File: src/wrs_pkg.sv
`default_nettype none

package wrs_pkg;

    // Core clock and watchdog oscillator periods
    localparam int CORE_PERIOD_NS = 20;
    localparam int OSC_PERIOD_NS = 1000;
    localparam int OSC_DIV = OSC_PERIOD_NS / CORE_PERIOD_NS;
    localparam int DIV_W = 6;

    // Shortest time-out is two to this power oscillator ticks
    localparam int BASE_LOG2 = 14;

    // Length of the protected-change window in core cycles
    localparam logic [2:0] CE_CYCLES = 3'h4;

    // Register indices and their byte addresses
    localparam logic [7:0] STS_IDX = 8'h35;
    localparam logic [7:0] CTL_IDX = 8'h36;
    localparam logic [7:0] STS_ADDR = {STS_IDX[5:0], 2'b00};
    localparam logic [7:0] CTL_ADDR = {CTL_IDX[5:0], 2'b00};

    // Reset values
    localparam logic [7:0] STS_RESET = 8'h01;
    localparam logic [2:0] SEL_RESET = 3'h0;

    // Bus responses
    localparam logic [1:0] RESP_OKAY = 2'h0;
    localparam logic [1:0] RESP_SLVERR = 2'h2;

    typedef struct packed {
        logic [2:0] rsv;
        logic ce;
        logic en;
        logic [2:0] sel;
    } wrs_ctl_t;

    typedef struct packed {
        logic [2:0] rsv;
        logic scan;
        logic wd;
        logic bo;
        logic ext;
        logic por;
    } wrs_sts_t;

endpackage : wrs_pkg

`default_nettype wire

File: src/wrs_watchdog.sv
// Local design decision: the AXI4-Lite interface to the registers.
`timescale 1ns/1ps
`default_nettype none

module wrs_watchdog
    import wrs_pkg::*;
#(
    parameter int WDT_BASE_LOG2 = BASE_LOG2
) (
    input wire logic CORE_CLK_I,
    input wire logic RST_I,
    input wire logic ALWAYS_ON_FUSE_I,
    input wire logic RESTART_I,
    input wire logic BROWNOUT_RST_I,
    input wire logic EXTERNAL_RST_I,
    input wire logic SCAN_RST_I,
    output logic WDT_RESET_O,
    output logic WDT_ENABLED_O,
    input wire logic [7:0] S_AXI_AWADDR,
    input wire logic S_AXI_AWVALID,
    output logic S_AXI_AWREADY,
    input wire logic [31:0] S_AXI_WDATA,
    input wire logic [3:0] S_AXI_WSTRB,
    input wire logic S_AXI_WVALID,
    output logic S_AXI_WREADY,
    output logic [1:0] S_AXI_BRESP,
    output logic S_AXI_BVALID,
    input wire logic S_AXI_BREADY,
    input wire logic [7:0] S_AXI_ARADDR,
    input wire logic S_AXI_ARVALID,
    output logic S_AXI_ARREADY,
    output logic [31:0] S_AXI_RDATA,
    output logic [1:0] S_AXI_RRESP,
    output logic S_AXI_RVALID,
    input wire logic S_AXI_RREADY
);

    localparam int CNT_W = WDT_BASE_LOG2 + 8;
    localparam logic [DIV_W-1:0] DIV_MAX = DIV_W'(OSC_DIV - 1);

    ////////////////////////////////////////////////////////////////////////////
    // Declarations

    logic fuse_ff;
    logic [DIV_W-1:0] div_ff;
    logic tick_ff;
    logic [CNT_W-1:0] wdt_cnt_ff;
    logic en_ff;
    logic [2:0] sel_ff;
    logic [2:0] ce_cnt_ff;
    wrs_sts_t flags_ff;
    logic wdt_rst_ff;

    logic aw_have_ff;
    logic w_have_ff;
    logic awready_ff;
    logic wready_ff;
    logic [7:0] awaddr_ff;
    logic [7:0] wdata_ff;
    logic wstrb0_ff;
    logic bvalid_ff;
    logic [1:0] bresp_ff;
    logic arready_ff;
    logic rvalid_ff;
    logic [7:0] rdata_ff;
    logic [1:0] rresp_ff;

    logic wr_go;
    logic ctl_wr;
    logic sts_wr;
    logic ce_open;
    logic timeout;
    logic chip_rst;
    wrs_ctl_t wr_ctl;
    wrs_ctl_t rd_ctl;
    wrs_sts_t set_s;
    logic [7:0] keep_mask;
    logic [7:0] nxt_rdata;
    logic [1:0] nxt_rresp;

    ////////////////////////////////////////////////////////////////////////////
    // Functions

    function automatic logic wrs_mapped(input logic [7:0] a);
        return (a == STS_ADDR) || (a == CTL_ADDR);
    endfunction : wrs_mapped

    function automatic logic [CNT_W-1:0] wrs_limit(input logic [2:0] sel);
        return (CNT_W'(1) << (WDT_BASE_LOG2 + int'(sel))) - CNT_W'(1);
    endfunction : wrs_limit

    ////////////////////////////////////////////////////////////////////////////
    // Fuse capture and oscillator-rate enable

    // Fuse is a static strap, caught while reset is held
    always_ff @(posedge CORE_CLK_I) begin
        if (RST_I) begin
            fuse_ff <= ALWAYS_ON_FUSE_I;
        end
    end

    // One-cycle tick per oscillator period; all logic stays in one domain
    always_ff @(posedge CORE_CLK_I) begin
        if (RST_I) begin
            div_ff <= '0;
            tick_ff <= 1'b0;
        end else if (div_ff == DIV_MAX) begin
            div_ff <= '0;
            tick_ff <= 1'b1;
        end else begin
            div_ff <= div_ff + DIV_W'(1);
            tick_ff <= 1'b0;
        end
    end

    ////////////////////////////////////////////////////////////////////////////
    // Watchdog counter and time-out

    // Reaching or passing the limit counts, so a shortened period after a select change still fires
    assign timeout = en_ff && tick_ff && (wdt_cnt_ff >= wrs_limit(sel_ff));
    assign chip_rst = timeout || BROWNOUT_RST_I || EXTERNAL_RST_I || SCAN_RST_I;

    always_ff @(posedge CORE_CLK_I) begin
        if (RST_I || chip_rst || RESTART_I || !en_ff) begin
            wdt_cnt_ff <= '0;
        end else if (tick_ff) begin
            wdt_cnt_ff <= wdt_cnt_ff + CNT_W'(1);
        end
    end

    // Counter clears on the time-out, so the pulse lasts one cycle
    always_ff @(posedge CORE_CLK_I) begin
        if (RST_I) begin
            wdt_rst_ff <= 1'b0;
        end else begin
            wdt_rst_ff <= timeout;
        end
    end

    assign WDT_RESET_O = wdt_rst_ff;
    assign WDT_ENABLED_O = en_ff;

    ////////////////////////////////////////////////////////////////////////////
    // Control register with protected changes

    assign wr_ctl = wrs_ctl_t'(wdata_ff);
    assign ce_open = (ce_cnt_ff != 3'h0);
    assign wr_go = aw_have_ff && w_have_ff;
    assign ctl_wr = wr_go && wstrb0_ff && (awaddr_ff == CTL_ADDR);
    assign sts_wr = wr_go && wstrb0_ff && (awaddr_ff == STS_ADDR);

    always_ff @(posedge CORE_CLK_I) begin
        if (RST_I) begin
            en_ff <= ALWAYS_ON_FUSE_I;
            sel_ff <= SEL_RESET;
            ce_cnt_ff <= 3'h0;
        end else if (chip_rst) begin
            en_ff <= fuse_ff;
            sel_ff <= SEL_RESET;
            ce_cnt_ff <= 3'h0;
        end else begin
            if (ce_open) begin
                ce_cnt_ff <= ce_cnt_ff - 3'h1;
            end
            if (ctl_wr) begin
                if (wr_ctl.ce && wr_ctl.en) begin
                    ce_cnt_ff <= CE_CYCLES;
                    en_ff <= 1'b1;
                    if (ce_open) begin
                        sel_ff <= wr_ctl.sel;
                    end
                end else if (ce_open) begin
                    sel_ff <= wr_ctl.sel;
                    en_ff <= fuse_ff || wr_ctl.en;
                    ce_cnt_ff <= 3'h0;
                end else begin
                    en_ff <= en_ff || wr_ctl.en;
                end
            end
        end
    end

    ////////////////////////////////////////////////////////////////////////////
    // Reset source flags

    always_comb begin
        set_s = '0;
        set_s.scan = SCAN_RST_I;
        set_s.wd = timeout;
        set_s.bo = BROWNOUT_RST_I;
        set_s.ext = EXTERNAL_RST_I;
        keep_mask = sts_wr ? {3'h0, wdata_ff[4:0]} : 8'h1F;
    end

    // A set in the cycle of a clearing write wins
    always_ff @(posedge CORE_CLK_I) begin
        if (RST_I) begin
            flags_ff <= STS_RESET;
        end else begin
            flags_ff <= (flags_ff & keep_mask) | set_s;
        end
    end

    ////////////////////////////////////////////////////////////////////////////
    // Bus write channels

    always_ff @(posedge CORE_CLK_I) begin
        if (RST_I) begin
            awready_ff <= 1'b1;
            aw_have_ff <= 1'b0;
            awaddr_ff <= 8'h00;
        end else if (S_AXI_AWVALID && awready_ff) begin
            awready_ff <= 1'b0;
            aw_have_ff <= 1'b1;
            awaddr_ff <= S_AXI_AWADDR;
        end else if (wr_go) begin
            aw_have_ff <= 1'b0;
        end else if (bvalid_ff && S_AXI_BREADY) begin
            awready_ff <= 1'b1;
        end
    end

    always_ff @(posedge CORE_CLK_I) begin
        if (RST_I) begin
            wready_ff <= 1'b1;
            w_have_ff <= 1'b0;
            wdata_ff <= 8'h00;
            wstrb0_ff <= 1'b0;
        end else if (S_AXI_WVALID && wready_ff) begin
            wready_ff <= 1'b0;
            w_have_ff <= 1'b1;
            wdata_ff <= S_AXI_WDATA[7:0];
            wstrb0_ff <= S_AXI_WSTRB[0];
        end else if (wr_go) begin
            w_have_ff <= 1'b0;
        end else if (bvalid_ff && S_AXI_BREADY) begin
            wready_ff <= 1'b1;
        end
    end

    always_ff @(posedge CORE_CLK_I) begin
        if (RST_I) begin
            bvalid_ff <= 1'b0;
            bresp_ff <= RESP_OKAY;
        end else if (wr_go) begin
            bvalid_ff <= 1'b1;
            bresp_ff <= wrs_mapped(awaddr_ff) ? RESP_OKAY : RESP_SLVERR;
        end else if (S_AXI_BREADY) begin
            bvalid_ff <= 1'b0;
        end
    end

    assign S_AXI_AWREADY = awready_ff;
    assign S_AXI_WREADY = wready_ff;
    assign S_AXI_BVALID = bvalid_ff;
    assign S_AXI_BRESP = bresp_ff;

    ////////////////////////////////////////////////////////////////////////////
    // Bus read channel

    always_comb begin
        rd_ctl = '0;
        rd_ctl.ce = ce_open;
        rd_ctl.en = en_ff || fuse_ff;
        rd_ctl.sel = sel_ff;
        rd_ctl.rsv = 3'h0;
        if (S_AXI_ARADDR == STS_ADDR) begin
            nxt_rdata = flags_ff;
            nxt_rresp = RESP_OKAY;
        end else if (S_AXI_ARADDR == CTL_ADDR) begin
            nxt_rdata = rd_ctl;
            nxt_rresp = RESP_OKAY;
        end else begin
            nxt_rdata = 8'h00;
            nxt_rresp = RESP_SLVERR;
        end
    end

    always_ff @(posedge CORE_CLK_I) begin
        if (RST_I) begin
            arready_ff <= 1'b1;
            rvalid_ff <= 1'b0;
            rdata_ff <= 8'h00;
            rresp_ff <= RESP_OKAY;
        end else if (S_AXI_ARVALID && arready_ff) begin
            arready_ff <= 1'b0;
            rvalid_ff <= 1'b1;
            rdata_ff <= nxt_rdata;
            rresp_ff <= nxt_rresp;
        end else if (rvalid_ff && S_AXI_RREADY) begin
            rvalid_ff <= 1'b0;
            arready_ff <= 1'b1;
        end
    end

    assign S_AXI_ARREADY = arready_ff;
    assign S_AXI_RVALID = rvalid_ff;
    assign S_AXI_RDATA = {24'h000000, rdata_ff};
    assign S_AXI_RRESP = rresp_ff;
endmodule : wrs_watchdog

`default_nettype wire

File: config.mk
export PLATFORM = sky130hd
export DESIGN_NAME = wrs_watchdog
export DESIGN_NICKNAME = d
export VERILOG_FILES = /design/src/wrs_pkg.sv /design/src/wrs_watchdog.sv
export SDC_FILE = /design/constraint.sdc
export NUM_CORES = 1
export LEC_CHECK = 0
export ABC_CLOCK_PERIOD_IN_PS = 3500
export BUFFER_PORTS_ARGS = -buffer_cell sky130_fd_sc_hd__buf_4
export CAP_MARGIN = 20
export CORE_UTILIZATION = 45
export CTS_CLUSTER_SIZE = 16
export DETAILED_ROUTE_END_ITERATION = 16
export GPL_ROUTABILITY_DRIVEN = 0
export PLACE_DENSITY_LB_ADDON = 0.2
export SYNTH_ARGS = -nofsm -noshare
export SYNTH_HDL_FRONTEND = slang
export SYNTH_SLANG_ARGS = --single-unit
File: constraint.sdc
create_clock -name CORE_CLK_I -period 3.5 [get_ports CORE_CLK_I]
set_clock_uncertainty 0.2 [all_clocks]
set_input_delay 0.35 -clock CORE_CLK_I [delete_from_list [all_inputs] [get_ports CORE_CLK_I]]
set_output_delay 0.35 -clock CORE_CLK_I [all_outputs]
set_load 0.1 [all_outputs]
After elaboration in Yosys (flattened, before gate mapping)
Cells that the tools add are included.

Output and inout bits: 43. Flip-flop bits (word level): 79. Input bits: 64. Word-level logic and storage cells: 108.

Shifts and indexed selects: 1. Order comparisons: 1. Reduce and logical (&&, ||, !) cells: 36. Equal/unequal tests: 7. Multiplexer cells: 29. Bitwise logic cells: 2. $add $sub $neg: 5.

Operators with widths (count): $eq A8 B8 Y1 const B (4); $add A22 B1 Y22 const B (1); $ge A22 B22 Y1 (1); $shl A1 B5 Y22 const A (1); $sub A22 B2 Y22 const B (1); $mux W1 (19); $logic_and A1 B1 Y1 (12); $mux W3 (4); $reduce_bool A2 Y1 (6); $logic_or A1 B1 Y1 (10); $mux W5 (2); $and A8 B5 Y8 (1); $mux W8 (1); $or A8 B5 Y8 (1); $add A6 B1 Y6 const B (1); $eq A6 B6 Y1 const B (1); $mux W2 (3); $reduce_and A2 Y1 (3); $reduce_bool A3 Y1 (2); $add A4 B3 Y5 const A (1); $ne A2 B1 Y1 const B (2); $reduce_or A2 Y1 (2); $sub A3 B1 Y3 const B (1); $logic_not A1 Y1 (1).

Logic depth before layout (Yosys ltp)
Depth after elaboration: 11. Depth in mapped cells: 15. Mapped depth without buffers: 13.

Worst setup path after synthesis
Ideal clock, no wire load.

Path kind: flip-flop to flip-flop. Start point: register sel_ff[1]. End point: register en_ff, in the netlist WDT_ENABLED_O (enable). Data required time: 3.009 ns. Period minus slack after synthesis: 3.420 ns. Buffers on the path: 1. Path slack: 0.080 ns. Setup time: 0.291 ns. Cell stages (with the launch flop): 14. Arrival time: 2.929 ns. Path through: dfxtp_1 > inv_1 > ha_1 > inv_2 > or3_1 > xnor2_1 > ha_1 > nand4_1 > nor3_1 > a32oi_1 > and4b_1 > buf_4 > a211o_1 > nand2_1.

Word-level cells in the longest chain between the ends: 9.

Ends and longest elaborated chain: start, declared (RTL line wrs_watchdog.sv:49) `logic [2:0] sel_ff;`; start signal, assigned (RTL line wrs_watchdog.sv:170) `sel_ff <= wr_ctl.sel;`; start signal, assigned (RTL line wrs_watchdog.sv:173) `sel_ff <= wr_ctl.sel;`; $add A4 B3 Y5 (RTL line wrs_watchdog.sv:89) `return (CNT_W'(1) << (WDT_BASE_LOG2 + int'(sel))) - CNT_W'(1);`; $shl A1 B5 Y22 (RTL line wrs_watchdog.sv:89); $sub A22 B2 Y22 (RTL line wrs_watchdog.sv:89); $ge A22 B22 Y1 (RTL line wrs_watchdog.sv:120) `assign timeout = en_ff && tick_ff && (wdt_cnt_ff >= wrs_limit(sel_ff));`; $logic_and A1 B1 Y1 (RTL line wrs_watchdog.sv:120); $logic_or A1 B1 Y1 (3 in a row) (RTL line wrs_watchdog.sv:121) `assign chip_rst = timeout || BROWNOUT_RST_I || EXTERNAL_RST_I || SCAN_RST_I;`; $reduce_bool A3 Y1 (no line); end signal, assigned (RTL line wrs_watchdog.sv:158) `en_ff <= fuse_ff;`; end signal, assigned (RTL line wrs_watchdog.sv:174) `en_ff <= fuse_ff || wr_ctl.en;`; end signal, assigned (RTL line wrs_watchdog.sv:177) `en_ff <= en_ff || wr_ctl.en;`; end, declared (RTL line wrs_watchdog.sv:48) `logic en_ff;`.

No other way between the ends. A chain may end at the register's enable or synchronous reset.

Worst setup path after layout
Same ends and word-level chain as after synthesis.

==> metrics.md <==
| Metric | Value |
|---|---|
| Worst IR drop on VDD | `0.000235 V` |
| Vias per inst | `5.29` |
| # rows | `33` |
| Reg power frac | `0.458` |
| Period minus WS final | `3310 ps` |
| Layout overhead on the synthesized area | `16.1%` |
| Crit share post-route | `0.947` |
| Cell-internal power | `1.30 mW` |
| Drt pass-1 iters | `4` |
| Worst-Skew Late Latency | `350 ps` |
| Hold_ws | `44.1 ps` |
| Ports | `107` |
| Leakage Power | `1.79 nW` |
| CP Class | `register to register` |
| Initial core utilization | `0.465` |
| First-pass GRT wire length | `13.3 mm` |
| Root Buffer | `clkbuf_8` |
| Setup ws final | `185 ps` |
| Worst Path Required | `3370 ps` |
| Outcome | `finished clean` |
| Final number of hold-violating endpoints | `0` |
| Nets | `604` |
| Setup TNS | `0 ps` |
| Netlist Area Pre-Place | `0.00382 sq mm` |
| Core area | `0.00822 sq mm` |
| Post-synth ARST share | `0` |
| Cell variety after synth | `50` |
| Top FF cell, synth | `dfxtp_1` |
| Largest net degree at the start of global routing | `37` |
| Post-synth EDFFs | `2` |
| CTS Buf Count | `9` |
| Clk slew on worst S/H paths | `80 ps` |
| Worst setup SP type | `register` |
| TritonCTS clock tree | `yes` |
| Setup Viol. Count Final | `0` |
| Worst Max-Slew Pin Slew | `852 ps` |
| Crit-path max FO | `7` |
| Max clock buf depth | `2` |
| DRT iter0 DRCs | `112` |
| DR WL/cell | `13.2 um` |
| Tot Pwr | `1.88 mW` |
| Final-report max-slew violation count | `0` |
| FMAX | `0.302 GHz` |
| Pre-CTS setup slack | `174 ps` |
| Critical path data arrival time | `3180 ps` |
| Antenna diodes | `0` |
| PortBufs | `47` |
| Hold Path Class | `primary input to register` |
| DR vias | `3298` |
| Grt ovf | `0` |
| Mapped Cells | `459` |
| # fillers | `776` |
| Logic pwr share | `0.160` |
| Die Span X | `94.1 um` |
| Clock Sinks | `71` |
| Total GRT Usage | `0.192` |
| DIE AREA | `0.00886 sq mm` |
| Nature of the critical path endpoint | `register` |
| Final HPWL DP | `5.99 mm` |
| Initial antenna violation count | `0` |
| Layout cells sized above 1 | `0.158` |
| Net Switching | `0.585 mW` |
| PwrDens | `424 mW/mm^2` |
| Max-slew headroom | `0.432` |
| Detail Route Antenna Nets | `0` |
| Vias in the first global route | `2901` |
| Clock Power Share | `0.382` |
| Post-route DRC violation count | `0` |
| Yosys reg bits | `71` |
| Post-layout util | `0.540` |
| Syn avg cell area | `8.32 sq um` |
| DIE HEIGHT | `94.1 um` |
| RSZ-0062 raised after global routing | `no` |
| H-tree levels | `3` |
| Max-Cap Viols | `0` |
| Sequential element share of the synthesized area | `0.377` |
| Synth Warn # | `0` |
| Net Sw Frac | `0.311` |
| Total Routed Length | `8.24 mm` |
## power by group through the flow
stage / clock [mW] / sequential, mW / combinational (mW)
after global placement: 0 / 0.880 / 0.297
after global routing: 0.767 / 0.866 / 0.316
after CTS: 0.735 / 0.862 / 0.302
after floorplan: 0 / 0.925 / 0.220
final: 0.718 / 0.862 / 0.301
after detailed placement: 0 / 0.881 / 0.300
## kinds of logic after synthesis
| group | after synthesis | share of synthesized area |
|---|---|---|
| flip-flops | 71 | 0.377 |
| AO/OA/AOI/OAI | 79 | 0.129 |
| XOR/XNOR | 25 | 0.0573 |
| adder cells (fa/ha/maj) | 26 | 0.0852 |
| AND/OR/NAND/NOR | 194 | 0.251 |
| other | 1 | 0.000982 |
| buffers and inverters | 60 | 0.0920 |
| multiplexers | 3 | 0.00786 |
## placed cells by master (no fill, tap or decap), types with 3 or more instances in the layout
master     n
nand3_1   25
nor2_1    28
ha_1      26
xor2_1    13
nand2_1   59
a21oi_1   38
o21ai_0   13
nor2b_1    4
or3_1      3
a221oi_2   3
o21ai_1    3
nand2b_1   8
nor4_1     3
nand4_1   12
buf_4     57
clkbuf_8   9
and3_1    10
a31oi_1    5
mux2i_1    3
nor3_2     3
conb_1    32
xnor2_1   12
dfxtp_1   69
a22oi_1    4
inv_1     13
nor3_1    28
## path summary, 6_finish.rpt
path,startpoint,end,slack [ps],cells after the start
hold / removal,S_AXI_AWADDR[4],awaddr_ff[4]$_SDFFE_PP0P_,40,3
hold reg to reg,awaddr_ff[5]$_SDFFE_PP0P_,awaddr_ff[5]$_SDFFE_PP0P_,250,2
setup / recovery,sel_ff[1]$_SDFFE_PP0P_,WDT_ENABLED_O$_DFFE_PP_,190,12
setup reg to reg,sel_ff[1]$_SDFFE_PP0P_,WDT_ENABLED_O$_DFFE_PP_,190,12
## worst max-delay path, cell delays in order (launching register included)
cell,delay [ps]
dfxtp_1,330
inv_1,110
ha_1,340
inv_2,50
or3_1,350
xnor2_1,140
ha_1,320
nand4_1,130
nor3_2,230
a32oi_1,80
and4b_1,280
a211o_4,390
nand2_1,80
## registers in the layout, indices dropped and copies added, names as in the netlist, 3 cells and up, named ones only
register    cells
rdata_ff        5
awaddr_ff       8
flags_ff        5
sel_ff          3
div_ff          6
wdata_ff        5
wdt_cnt_ff     22
## per-layer routing
layer | track usage | vias up | part of all wire
met5 | 0 | - | 0
met2 | 0.314 | 67 | 0.49
met4 | 0.0590 | 0 | 0.011
li1 | - | 1664 | -
met1 | 0.245 | 1558 | 0.47
met3 | 0.0510 | 9 | 0.038
## through the flow
stage / area (sq um) / cells
after detailed placement: 4200 / 607
after global placement: 4200 / 607
after global routing: 4430 / 624
final: 4430 / 624
after floorplan: 3940 / 490
after CTS: 4420 / 624
## cell usage after synthesis (all sizes together), types with 3 or more instances
master | count | area (sq um)
a21oi | 39 | 199
a221oi | 3 | 45.0
a22oi | 4 | 30.0
a31oi | 5 | 31.3
and3 | 10 | 62.6
buf | 35 | 258
clkbuf | 10 | 37.5
dfxtp | 69 | 1380
ha | 26 | 325
inv | 14 | 52.6
mux2i | 3 | 30.0
nand2 | 59 | 221
nand2b | 8 | 50.1
nand3 | 25 | 125
nand4 | 12 | 75.1
nor2 | 28 | 105
nor2b | 4 | 25.0
nor3 | 31 | 165
nor4 | 3 | 18.8
o21ai | 16 | 80.1
or3 | 3 | 18.8
xnor2 | 12 | 105
xor2 | 13 | 114
## final cells by class
cell class                      instances  area, sq um  area share
Multi-Input combinational cell        359         2160       0.486
Sequential cell                        71         1440       0.325
Timing Repair Buffer                   58          438      0.0988
Tap cell                              105          131      0.0296
Clock buffer                           10          128      0.0288
Clock inverter                          6         82.6      0.0186
Inverter                               15         56.3      0.0127
## repair_timing
| action | 4_1_cts | 5_1_grt |
|---|---|---|
| gates resized for setup | 0 | 2 |
| setup buffers | 0 | 0 |
| setup endpoints to repair | 0 | 7 |
| endpoints found under the hold margin | 1 | 0 |
| hold buffers | 1 | 0 |
Note: power is estimated with default switching activity, not from simulation.
